--- config.mk ---
export PLATFORM = sky130hd
export DESIGN_NAME = ccd_i2c_slave
export DESIGN_NICKNAME = d
export VERILOG_FILES = /design/src/hdl/ccd_pkg.sv /design/src/hdl/ccd_slope.sv /design/src/hdl/ccd_i2c_slave.sv
export VERILOG_INCLUDE_DIRS = /design/src /design/src/hdl
export SDC_FILE = /design/constraint.sdc
export NUM_CORES = 1
export LEC_CHECK = 0
export BUFFER_PORTS_ARGS = -buffer_cell sky130_fd_sc_hd__buf_2
export CAP_MARGIN = 5
export CORE_MARGIN = 10
export CORE_UTILIZATION = 38
export DETAILED_ROUTE_END_ITERATION = 16
export GPL_ROUTABILITY_DRIVEN = 0
export PLACE_DENSITY_LB_ADDON = 0.25
export SLEW_MARGIN = 5
export SYNTH_ARGS = -nofsm -noshare
export SYNTH_HDL_FRONTEND = slang
export SYNTH_SLANG_ARGS = --single-unit
--- constraint.sdc ---
create_clock -name clk -period 11.5 [get_ports clk]
set_input_delay 2.3 -clock clk [delete_from_list [all_inputs] [get_ports clk]]
set_output_delay 2.3 -clock clk [all_outputs]
set_load 0.05 [all_outputs]
--- src/hdl/ccd_map.svh ---
// constants of the coil current serial slave: address, field positions, reset values, timing
// assumes inclusion by bare name from the package and the design modules
`ifndef CCD_MAP_SVH
`define CCD_MAP_SVH

// frame layout
`define CCD_SLAVE_ADDR 7'h33
`define CCD_DIR_WRITE 1'b0
`define CCD_BITS_PER_BYTE 4'h8
`define CCD_FIRST_BYTE 2'h0
`define CCD_LAST_BYTE 2'h3

// second byte: standby flag and code bits 9..4
`define CCD_STANDBY_POS 7
`define CCD_CODE_HI_MSB 5
`define CCD_CODE_HI_LSB 0
// third byte: code bits 3..0
`define CCD_CODE_LO_MSB 7
`define CCD_CODE_LO_LSB 4
// fourth byte: slope step size and step time
`define CCD_SIZE_MSB 7
`define CCD_SIZE_LSB 5
`define CCD_TIME_MSB 4
`define CCD_TIME_LSB 2

// reset values
`define CCD_STANDBY_RST 1'b0
`define CCD_CODE_RST 10'h000
`define CCD_SIZE_RST 3'h0
`define CCD_TIME_RST 3'h0
`define CCD_SLOPE_OFF 3'h0

// timing: base step time doubles with each step-time code
`define CCD_CLK_PERIOD_NS 10
`define CCD_STEP_BASE_NS 32000
`define CCD_STEP_BASE_CYCLES (`CCD_STEP_BASE_NS / `CCD_CLK_PERIOD_NS)

`endif

--- src/hdl/ccd_pkg.sv ---
// types shared by the coil current serial slave and its slope stepper
// assumes ccd_map.svh is on the include path
`include "ccd_map.svh"

package ccd_pkg;

    // receiver states, gray along idle -> receive -> acknowledge
    typedef enum logic [1:0] {
        CCD_IDLE = 2'h0,
        CCD_RECV = 2'h1,
        CCD_ACK  = 2'h3,
        CCD_SKIP = 2'h2
    } ccd_state_e;

    // settings taken from one complete frame
    typedef struct packed {
        logic       standby;
        logic [9:0] code;
        logic [2:0] step_size;
        logic [2:0] step_time;
    } ccd_setting_s;

endpackage

--- src/hdl/ccd_slope.sv ---
// slope stepper: walks the output current code toward the received target
// assumes settings come from logic on the same clock, already committed as one frame
`timescale 1ns/100ps
`default_nettype none
`include "ccd_map.svh"

module ccd_slope #(
    parameter int CODE_W = 10,
    parameter int BASE_CYCLES = `CCD_STEP_BASE_CYCLES
) (
    input wire logic clk,
    input wire logic rst_n,
    input wire ccd_pkg::ccd_setting_s setting,
    output logic [CODE_W-1:0] current_level,
    output logic standby_active
);

    localparam int TMR_W = 24;

    logic [CODE_W-1:0] level_reg, level_next;
    logic [TMR_W-1:0] timer_reg, timer_next;
    logic zero_req;

    // step in code units: one lsb at size 1, doubling per size code
    function automatic logic [CODE_W-1:0] step_of(input logic [2:0] size);
        step_of = CODE_W'(1) << (size - 3'h1);
    endfunction

    // step duration in cycles: base time doubled per time code
    function automatic logic [TMR_W-1:0] period_of(input logic [2:0] tm);
        period_of = TMR_W'(BASE_CYCLES) << tm;
    endfunction

    //////////////////////////////////////////////////////////////////////////
    // zero current request
    assign zero_req = setting.standby || (setting.code == `CCD_CODE_RST);

    // next level: standby or code zero drops at once, slope off jumps, else stepped
    always_comb begin
        level_next = level_reg;
        timer_next = timer_reg;
        if (zero_req) begin
            level_next = '0;
            timer_next = '0;
        end else if (setting.step_size == `CCD_SLOPE_OFF) begin
            level_next = setting.code;
            timer_next = '0;
        end else if (level_reg != setting.code) begin
            if (timer_reg == '0) begin
                timer_next = period_of(setting.step_time) - TMR_W'(1);
                if (setting.code > level_reg) begin
                    level_next = (setting.code - level_reg > step_of(setting.step_size)) ?
                        level_reg + step_of(setting.step_size) : setting.code;
                end else begin
                    level_next = (level_reg - setting.code > step_of(setting.step_size)) ?
                        level_reg - step_of(setting.step_size) : setting.code;
                end
            end else begin
                timer_next = timer_reg - TMR_W'(1);
            end
        end else begin
            timer_next = '0;
        end
    end

    // registers of the stepper
    always_ff @(posedge clk or negedge rst_n) begin
        if (!rst_n) begin
            level_reg <= '0;
            timer_reg <= '0;
            standby_active <= 1'b1;
        end else begin
            level_reg <= level_next;
            timer_reg <= timer_next;
            standby_active <= zero_req;
        end
    end

    assign current_level = level_reg;

    //////////////////////////////////////////////////////////////////////////
    a_zero_standby:
    assert property (@(posedge clk) disable iff (!rst_n)
        zero_req |=> (current_level == '0) && standby_active)
        else $error("output not zero under standby");

    a_slope_off:
    assert property (@(posedge clk) disable iff (!rst_n)
        (!zero_req && setting.step_size == `CCD_SLOPE_OFF) |=> current_level == $past(setting.code))
        else $error("slope off did not follow code");

    a_step_bound:
    assert property (@(posedge clk) disable iff (!rst_n)
        (!zero_req && setting.step_size != `CCD_SLOPE_OFF && level_reg != setting.code && timer_reg != '0)
        |=> $stable(level_reg))
        else $error("level moved before step time ran out");

endmodule
`default_nettype wire

--- src/hdl/ccd_i2c_slave.sv ---
// coil current serial write slave: receives address plus three data bytes, drives the current code
// assumes scl, sda and the enable pin are asynchronous pins; sda is open drain, resolved outside
// How it works
// - both lines high means bus idle
// - sda falling while scl high starts
// - sda rising while scl high stops
// - whole bytes, each followed by acknowledge
// - first byte must be address 0110011, write
// - write only, never returns read data
// - pull sda low after eighth falling edge
// - release sda at ninth falling edge
// - frame is address plus three data bytes
// - byte two standby and code high, three low
// - byte four step size and step time
// - standby bit forces current to zero
// - enable low clears all received settings
// - enable low restores standby 0, code 0
// - code zero means zero output current
// - code sets current linearly to full scale
// - slope steps by size and time fields
`timescale 1ns/100ps
`default_nettype none
`include "ccd_map.svh"

module ccd_i2c_slave #(
    parameter int STEP_BASE_CYCLES = `CCD_STEP_BASE_CYCLES
) (
    input wire logic clk,
    input wire logic rst_n,
    input wire logic chip_enable_reset_pin,
    input wire logic scl_in,
    input wire logic sda_in,
    output logic sda_out,
    output logic sda_oe,
    output ccd_pkg::ccd_setting_s setting,
    output logic [9:0] current_level,
    output logic standby_active
);

    localparam logic [7:0] ADDR_BYTE = {`CCD_SLAVE_ADDR, `CCD_DIR_WRITE};

    logic scl_ff1, scl_s, scl_p;
    logic sda_ff1, sda_s, sda_p;
    logic enable_ff1, enable_s;
    logic scl_rise, scl_fall, start_evt, stop_evt;

    ccd_pkg::ccd_state_e state_reg, state_next;
    logic [3:0] bit_cnt_reg, bit_cnt_next;
    logic [1:0] byte_idx_reg, byte_idx_next;
    logic [7:0] shift_reg, shift_next;
    logic [7:0] byte1_reg, byte1_next;
    logic [7:0] byte2_reg, byte2_next;
    logic drive_reg, drive_next;
    logic commit;
    ccd_pkg::ccd_setting_s setting_reg, setting_next, pending;

    //////////////////////////////////////////////////////////////////////////
    // pin synchronisers; the first stage feeds only the second
    always_ff @(posedge clk or negedge rst_n) begin
        if (!rst_n) begin
            scl_ff1 <= 1'b1;
            scl_s <= 1'b1;
            scl_p <= 1'b1;
            sda_ff1 <= 1'b1;
            sda_s <= 1'b1;
            sda_p <= 1'b1;
            enable_ff1 <= 1'b0;
            enable_s <= 1'b0;
        end else begin
            scl_ff1 <= scl_in;
            scl_s <= scl_ff1;
            scl_p <= scl_s;
            sda_ff1 <= sda_in;
            sda_s <= sda_ff1;
            sda_p <= sda_s;
            enable_ff1 <= chip_enable_reset_pin;
            enable_s <= enable_ff1;
        end
    end

    // edges of the synchronised lines; both lines share one delay so order holds
    assign scl_rise = scl_s && !scl_p;
    assign scl_fall = !scl_s && scl_p;
    assign start_evt = scl_s && scl_p && sda_p && !sda_s;
    assign stop_evt = scl_s && scl_p && !sda_p && sda_s;

    // frame fields assembled from bytes two, three and four
    always_comb begin
        pending.standby = byte1_reg[`CCD_STANDBY_POS];
        pending.code = {byte1_reg[`CCD_CODE_HI_MSB:`CCD_CODE_HI_LSB], byte2_reg[`CCD_CODE_LO_MSB:`CCD_CODE_LO_LSB]};
        pending.step_size = shift_reg[`CCD_SIZE_MSB:`CCD_SIZE_LSB];
        pending.step_time = shift_reg[`CCD_TIME_MSB:`CCD_TIME_LSB];
    end

    //////////////////////////////////////////////////////////////////////////
    // receiver next state; sda is sampled on rising scl, ack driven between falls
    always_comb begin
        state_next = state_reg;
        bit_cnt_next = bit_cnt_reg;
        byte_idx_next = byte_idx_reg;
        shift_next = shift_reg;
        byte1_next = byte1_reg;
        byte2_next = byte2_reg;
        drive_next = drive_reg;
        setting_next = setting_reg;
        commit = 1'b0;
        if (!enable_s) begin
            state_next = ccd_pkg::CCD_IDLE;
            drive_next = 1'b0;
            bit_cnt_next = 4'h0;
            byte_idx_next = `CCD_FIRST_BYTE;
            setting_next = '{standby: `CCD_STANDBY_RST, code: `CCD_CODE_RST,
                step_size: `CCD_SIZE_RST, step_time: `CCD_TIME_RST};
        end else if (start_evt) begin
            // a repeated start also restarts the frame
            state_next = ccd_pkg::CCD_RECV;
            drive_next = 1'b0;
            bit_cnt_next = 4'h0;
            byte_idx_next = `CCD_FIRST_BYTE;
        end else if (stop_evt) begin
            state_next = ccd_pkg::CCD_IDLE;
            drive_next = 1'b0;
        end else begin
            case (state_reg)
                ccd_pkg::CCD_RECV: begin
                    if (scl_rise && bit_cnt_reg != `CCD_BITS_PER_BYTE) begin
                        shift_next = {shift_reg[6:0], sda_s};
                        bit_cnt_next = bit_cnt_reg + 4'h1;
                    end else if (scl_fall && bit_cnt_reg == `CCD_BITS_PER_BYTE) begin
                        if (byte_idx_reg == `CCD_FIRST_BYTE && shift_reg != ADDR_BYTE) begin
                            state_next = ccd_pkg::CCD_SKIP;
                        end else begin
                            state_next = ccd_pkg::CCD_ACK;
                            drive_next = 1'b1;
                            if (byte_idx_reg == 2'h1) begin
                                byte1_next = shift_reg;
                            end
                            if (byte_idx_reg == 2'h2) begin
                                byte2_next = shift_reg;
                            end
                        end
                    end
                end
                ccd_pkg::CCD_ACK: begin
                    if (scl_fall) begin
                        drive_next = 1'b0;
                        bit_cnt_next = 4'h0;
                        if (byte_idx_reg == `CCD_LAST_BYTE) begin
                            commit = 1'b1;
                            setting_next = pending;
                            state_next = ccd_pkg::CCD_SKIP;
                        end else begin
                            byte_idx_next = byte_idx_reg + 2'h1;
                            state_next = ccd_pkg::CCD_RECV;
                        end
                    end
                end
                ccd_pkg::CCD_SKIP: begin
                    drive_next = 1'b0;
                end
                ccd_pkg::CCD_IDLE: begin
                    drive_next = 1'b0;
                end
                default: begin
                    state_next = ccd_pkg::CCD_IDLE;
                    drive_next = 1'b0;
                end
            endcase
        end
    end

    // receiver registers
    always_ff @(posedge clk or negedge rst_n) begin
        if (!rst_n) begin
            state_reg <= ccd_pkg::CCD_IDLE;
            bit_cnt_reg <= 4'h0;
            byte_idx_reg <= 2'h0;
            shift_reg <= 8'h00;
            byte1_reg <= 8'h00;
            byte2_reg <= 8'h00;
            drive_reg <= 1'b0;
            setting_reg <= '{standby: `CCD_STANDBY_RST, code: `CCD_CODE_RST,
                step_size: `CCD_SIZE_RST, step_time: `CCD_TIME_RST};
        end else begin
            state_reg <= state_next;
            bit_cnt_reg <= bit_cnt_next;
            byte_idx_reg <= byte_idx_next;
            shift_reg <= shift_next;
            byte1_reg <= byte1_next;
            byte2_reg <= byte2_next;
            drive_reg <= drive_next;
            setting_reg <= setting_next;
        end
    end

    // only ever drives low for ack
    assign sda_out = 1'b0;
    assign sda_oe = drive_reg;
    assign setting = setting_reg;

    //////////////////////////////////////////////////////////////////////////
    // current stepping on the committed settings
    ccd_slope #(
        .CODE_W(10),
        .BASE_CYCLES(STEP_BASE_CYCLES)
    ) u_slope (
        .clk(clk),
        .rst_n(rst_n),
        .setting(setting_reg),
        .current_level(current_level),
        .standby_active(standby_active)
    );

    //////////////////////////////////////////////////////////////////////////
    a_idle_release:
    assert property (@(posedge clk) disable iff (!rst_n)
        state_reg == ccd_pkg::CCD_IDLE |-> !sda_oe)
        else $error("sda driven while idle");

    a_start_detect:
    assert property (@(posedge clk) disable iff (!rst_n)
        (enable_s && start_evt) |=> state_reg == ccd_pkg::CCD_RECV && bit_cnt_reg == 4'h0 && byte_idx_reg == 2'h0)
        else $error("start not taken");

    a_stop_detect:
    assert property (@(posedge clk) disable iff (!rst_n)
        (enable_s && stop_evt && !start_evt) |=> state_reg == ccd_pkg::CCD_IDLE && !sda_oe)
        else $error("stop not taken");

    a_ack_after_eight:
    assert property (@(posedge clk) disable iff (!rst_n)
        $rose(sda_oe) |-> $past(bit_cnt_reg) == `CCD_BITS_PER_BYTE && $past(scl_fall))
        else $error("ack without eight bits");

    a_addr_reject:
    assert property (@(posedge clk) disable iff (!rst_n)
        (enable_s && !start_evt && !stop_evt && state_reg == ccd_pkg::CCD_RECV && scl_fall
         && bit_cnt_reg == `CCD_BITS_PER_BYTE && byte_idx_reg == 2'h0 && shift_reg != ADDR_BYTE)
        |=> state_reg == ccd_pkg::CCD_SKIP && !sda_oe)
        else $error("foreign address acknowledged");

    a_only_ack_drive:
    assert property (@(posedge clk) disable iff (!rst_n)
        sda_oe |-> state_reg == ccd_pkg::CCD_ACK && sda_out == 1'b0)
        else $error("sda driven outside ack");

    a_ack_drive:
    assert property (@(posedge clk) disable iff (!rst_n)
        (enable_s && !start_evt && !stop_evt && state_reg == ccd_pkg::CCD_RECV && scl_fall
         && bit_cnt_reg == `CCD_BITS_PER_BYTE && (byte_idx_reg != 2'h0 || shift_reg == ADDR_BYTE))
        |=> sda_oe)
        else $error("byte not acknowledged");

    a_ack_release:
    assert property (@(posedge clk) disable iff (!rst_n)
        (state_reg == ccd_pkg::CCD_ACK && scl_fall) |=> !sda_oe)
        else $error("sda held past ninth fall");

    a_frame_commit:
    assert property (@(posedge clk) disable iff (!rst_n)
        (enable_s && !commit) |=> $stable(setting_reg))
        else $error("settings changed outside frame commit");

    a_enable_clear:
    assert property (@(posedge clk) disable iff (!rst_n)
        !enable_s |=> setting_reg == '0 && state_reg == ccd_pkg::CCD_IDLE && !sda_oe)
        else $error("enable low did not clear");

endmodule
`default_nettype wire

==> summary.md <==
| Metric | Value |
|---|---|
| Status | complete, no violations |
| DP HPWL | 12.7 mm |
| Reg power frac | 0.519 |
| Unrepaired setup endpoints after global routing | no |
| Largest net degree at the start of global routing | 81 |
| Worst min path class | reg2reg |
| First-pass iteration count of the detailed router | 5 |
| Rel. slew slack | 0.314 |
| H-tree levels | 3 |
| Clock Path Buffers | 2 |
| Final Slew Violations | 0 |
| FILL cells | 1667 |
| Top FF cell, synth | dfrtp_1 |
| Setup TNS | 0 ns |
| Initial Utilization | 0.391 |
| DRT Wirelength | 16.7 mm |
| Post-CTS Resized | 0 |
| Drt wl/cell | 16.9 µm |
| Final period util | 0.386 |
| Clock transition at the registers of the reported paths | 0.06 ns |
| Cell taking the most area after synthesis | dfrtp_1 |
| Critical path arrival | 4.71 ns |
| Clock Latency Late Sink | 0.35 ns |
| Clock tree from TritonCTS | yes |
| Crit path max fanout | 7 |
| Clk root buf | clkbuf_16 |
| Ports | 35 |
| Antenna cells | 0 |
| Fmax | 225 MHz |
| Largest register FFs | 24 |
| Startpoint types | flip-flop |
| CP endpoint kind | flip-flop |
| Post-route ant nets | 0 |
| CP required | 11.77 ns |
| Die ar. | 22900 µm² |
| Die Height | 151 µm |
| Share of the synthesized area in the top cell type | 0.309 |
| Setup Buffers After CTS | 0 |
| Port Buffers | 33 |
| CP Class | reg2reg |
| Post-synthesis net count | 818 |
| Leakage power | 3.24 nW |
| Synthesized area | 6560 µm² |
| Area added between synthesis and finish | 9.77% |
| Vias in the first global route | 5321 |
| Max-cap violations | 0 |
| Switching share of power | 0.232 |
| 1st-iter DRT viols | 368 |
| Number of flops mapped to enable cells by yosys | 0 |
| Combinational share of power | 0.045 |
| Share of post-route cells with drive strength above 1 | 0.122 |
| Nets | 837 |
| Post-synthesis sequential area ratio | 0.337 |
| Slew @ Worst Pin | 1.03 ns |
| Placed Instance Area | 6910 µm² |
| Reg area | 2210 µm² |
| Vias per cell | 5.41 |
| Skew final | 0.00832 ns |
| VDD IR max | 0.143 mV |
| Syn avg cell area | 8.79 µm² |
| Post-synthesis instance total | 746 |
| Distinct cell type count after synthesis | 73 |
| Clock power frac | 0.436 |
| Post-route cell area | 7200 µm² |
| DRC Markers | 0 |
| Net Switching | 0.153 mW |
| Row cnt | 47 |
| Top post-synthesis cells by area | dfrtp_1 31%, ha_1 12%, nand2_1 4.8% |
| Core ar. | 16800 µm² |
| First-pass GRT wire length | 28.0 mm |
| Int Power | 0.509 mW |
| Register bit total from synthesis | 88 |
| Async SR Flop Fraction | 1.00 |
| Setup violators final | 0 |
| Multi-input gate area | 4000 µm² |
| TritonCTS Buffers | 9 |
| Total clock sinks | 88 |
| Remaining global-route overflow | 0 |
| Power density of the placed cells | 92.0 nW/µm² |
| Final hold vios | 0 |
| GRT Overall Usage | 0.152 |
| Die width | 151 µm |
| Yosys warnings | 0 |
| Final min period | 4.44 ns |
| Initial antenna violation count | 0 |
| Vias | 5360 |
| Hold_buf cts | 0 |
[cell families (layout without fill, tap and decap cells)]
group                      after synthesis  after routing  synth area share
xor gates and xnor gates                37             37            0.0494
DFF                                     88             88             0.337
other                                    1              1          0.000572
and+or+nand+nor                        251            251             0.194
AOI/OAI and AO/OA                      187            187             0.190
muxes                                   26             26            0.0437
buffers and inverters                   89            113            0.0530
adders and majority gates               67             67             0.132
[cells in the mapped netlist (6+ instances only)]
| cell | n |
|---|---|
| a211oi_1 | 6 |
| a21boi_0 | 19 |
| a21o_1 | 12 |
| a21oi_1 | 50 |
| a31oi_1 | 9 |
| and2_1 | 6 |
| buf_2 | 8 |
| clkbuf_1 | 20 |
| dfrtp_1 | 81 |
| dfstp_2 | 7 |
| ha_1 | 63 |
| inv_1 | 60 |
| mux2_2 | 21 |
| nand2_1 | 84 |
| nand2b_1 | 9 |
| nand3_1 | 16 |
| nand4_1 | 7 |
| nor2_1 | 49 |
| nor2b_1 | 8 |
| nor3_1 | 20 |
| nor4_1 | 10 |
| o21a_1 | 6 |
| o21ai_0 | 30 |
| o21bai_1 | 8 |
| or3_1 | 7 |
| xnor2_1 | 25 |
| xor2_1 | 12 |
[layout make-up]
cell class,instances,share of cell area
clock buffer,11,0.0323
timing repair buffer,37,0.0275
tap,220,0.0382
multi-input combinational,569,0.556
sequential,88,0.307
clock inverter,5,0.00800
inverter,60,0.0313
[power by group through the flow]
stage	clock (mW)	combinational, mW	sequential, mW
after global routing	0.313	0.0345	0.348
after CTS	0.299	0.0308	0.344
after floorplan	0	0.0214	0.342
after global placement	0	0.0301	0.350
final	0.289	0.0298	0.344
after detailed placement	0	0.0304	0.350
[through the flow]
stage | hold slack, ns | util | cells | power, mW | setup WS (ns)
4_1_cts | 0.350 | 0.429 | 990 | 0.675 | 7.09
6_report | 0.348 | 0.429 | 990 | 0.662 | 7.06
3_5_place_dp | 0.335 | 0.412 | 974 | 0.381 | 7.12
3_3_place_gp | 0.333 | 0.412 | 974 | 0.381 | 7.22
2_1_floorplan | 0.331 | - | 746 | 0.364 | 7.31
5_1_grt | 0.358 | 0.429 | 990 | 0.696 | 6.64
[layer usage]
| metal | share of wire | vias to the layer above | global-route usage | wire (µm) |
|---|---|---|---|---|
| met3 | 0.043 | 28 | 0.0289 | 716 |
| met4 | 0.025 | 0 | 0.0563 | 419 |
| met5 | 0 | - | 0 | 0 |
| met2 | 0.46 | 115 | 0.238 | 7650 |
| li1 | - | 2684 | - | - |
| met1 | 0.47 | 2533 | 0.202 | 7910 |
[layout by cell type, fill, tap and decap left out, drive strengths merged, types with 8 or more instances in the layout]
cell / netlist / layout
nand2: 84 / 84
dfrtp: 81 / 81
ha: 63 / 63
inv: 60 / 60
a21oi: 50 / 50
nor2: 49 / 49
buf: 9 / 37
o21ai: 30 / 30
xnor2: 25 / 25
mux2: 21 / 21
nor3: 21 / 21
a21boi: 20 / 20
nand3: 16 / 16
xor2: 12 / 12
a21o: 12 / 12
clkbuf: 20 / 11
nor4: 10 / 10
nand2b: 9 / 9
a31oi: 9 / 9
nor2b: 8 / 8
o21bai: 8 / 8
or3: 8 / 8
[worst max-delay path, cell delays in order, from the launching register on]
cell and delay, ns:
dfrtp_1 0.50, inv_1 0.14, ha_1 0.34, nor2b_1 0.15
o2111ai_1 0.27, nand2_1 0.16, a21o_1 0.20, a21oi_1 0.16
xnor2_1 0.14, ha_1 0.26, nand3_1 0.11, nor2_1 0.05
a32oi_1 0.22, a22oi_1 0.20, a31oi_1 0.29, a21boi_0 0.62
mux2_2 0.41, o21ai_0 0.14
[final timing paths]
kind	start	endpoint	slack [ns]	cells after the start
worst max-delay path	setting[7]	u_slope.current_level[0]	7.06	17
worst min-delay path	enable_ff1	enable_s	0.35	0
worst max register to register	setting[7]	u_slope.current_level[0]	7.06	17
worst min register to register	enable_ff1	enable_s	0.35	0
max in group asynchronous	rst_n	sda_oe	8.50	2
min in group asynchronous	rst_n	u_slope.timer_reg[11]	1.77	1
Note: power is estimated with default switching activity, not from simulation.
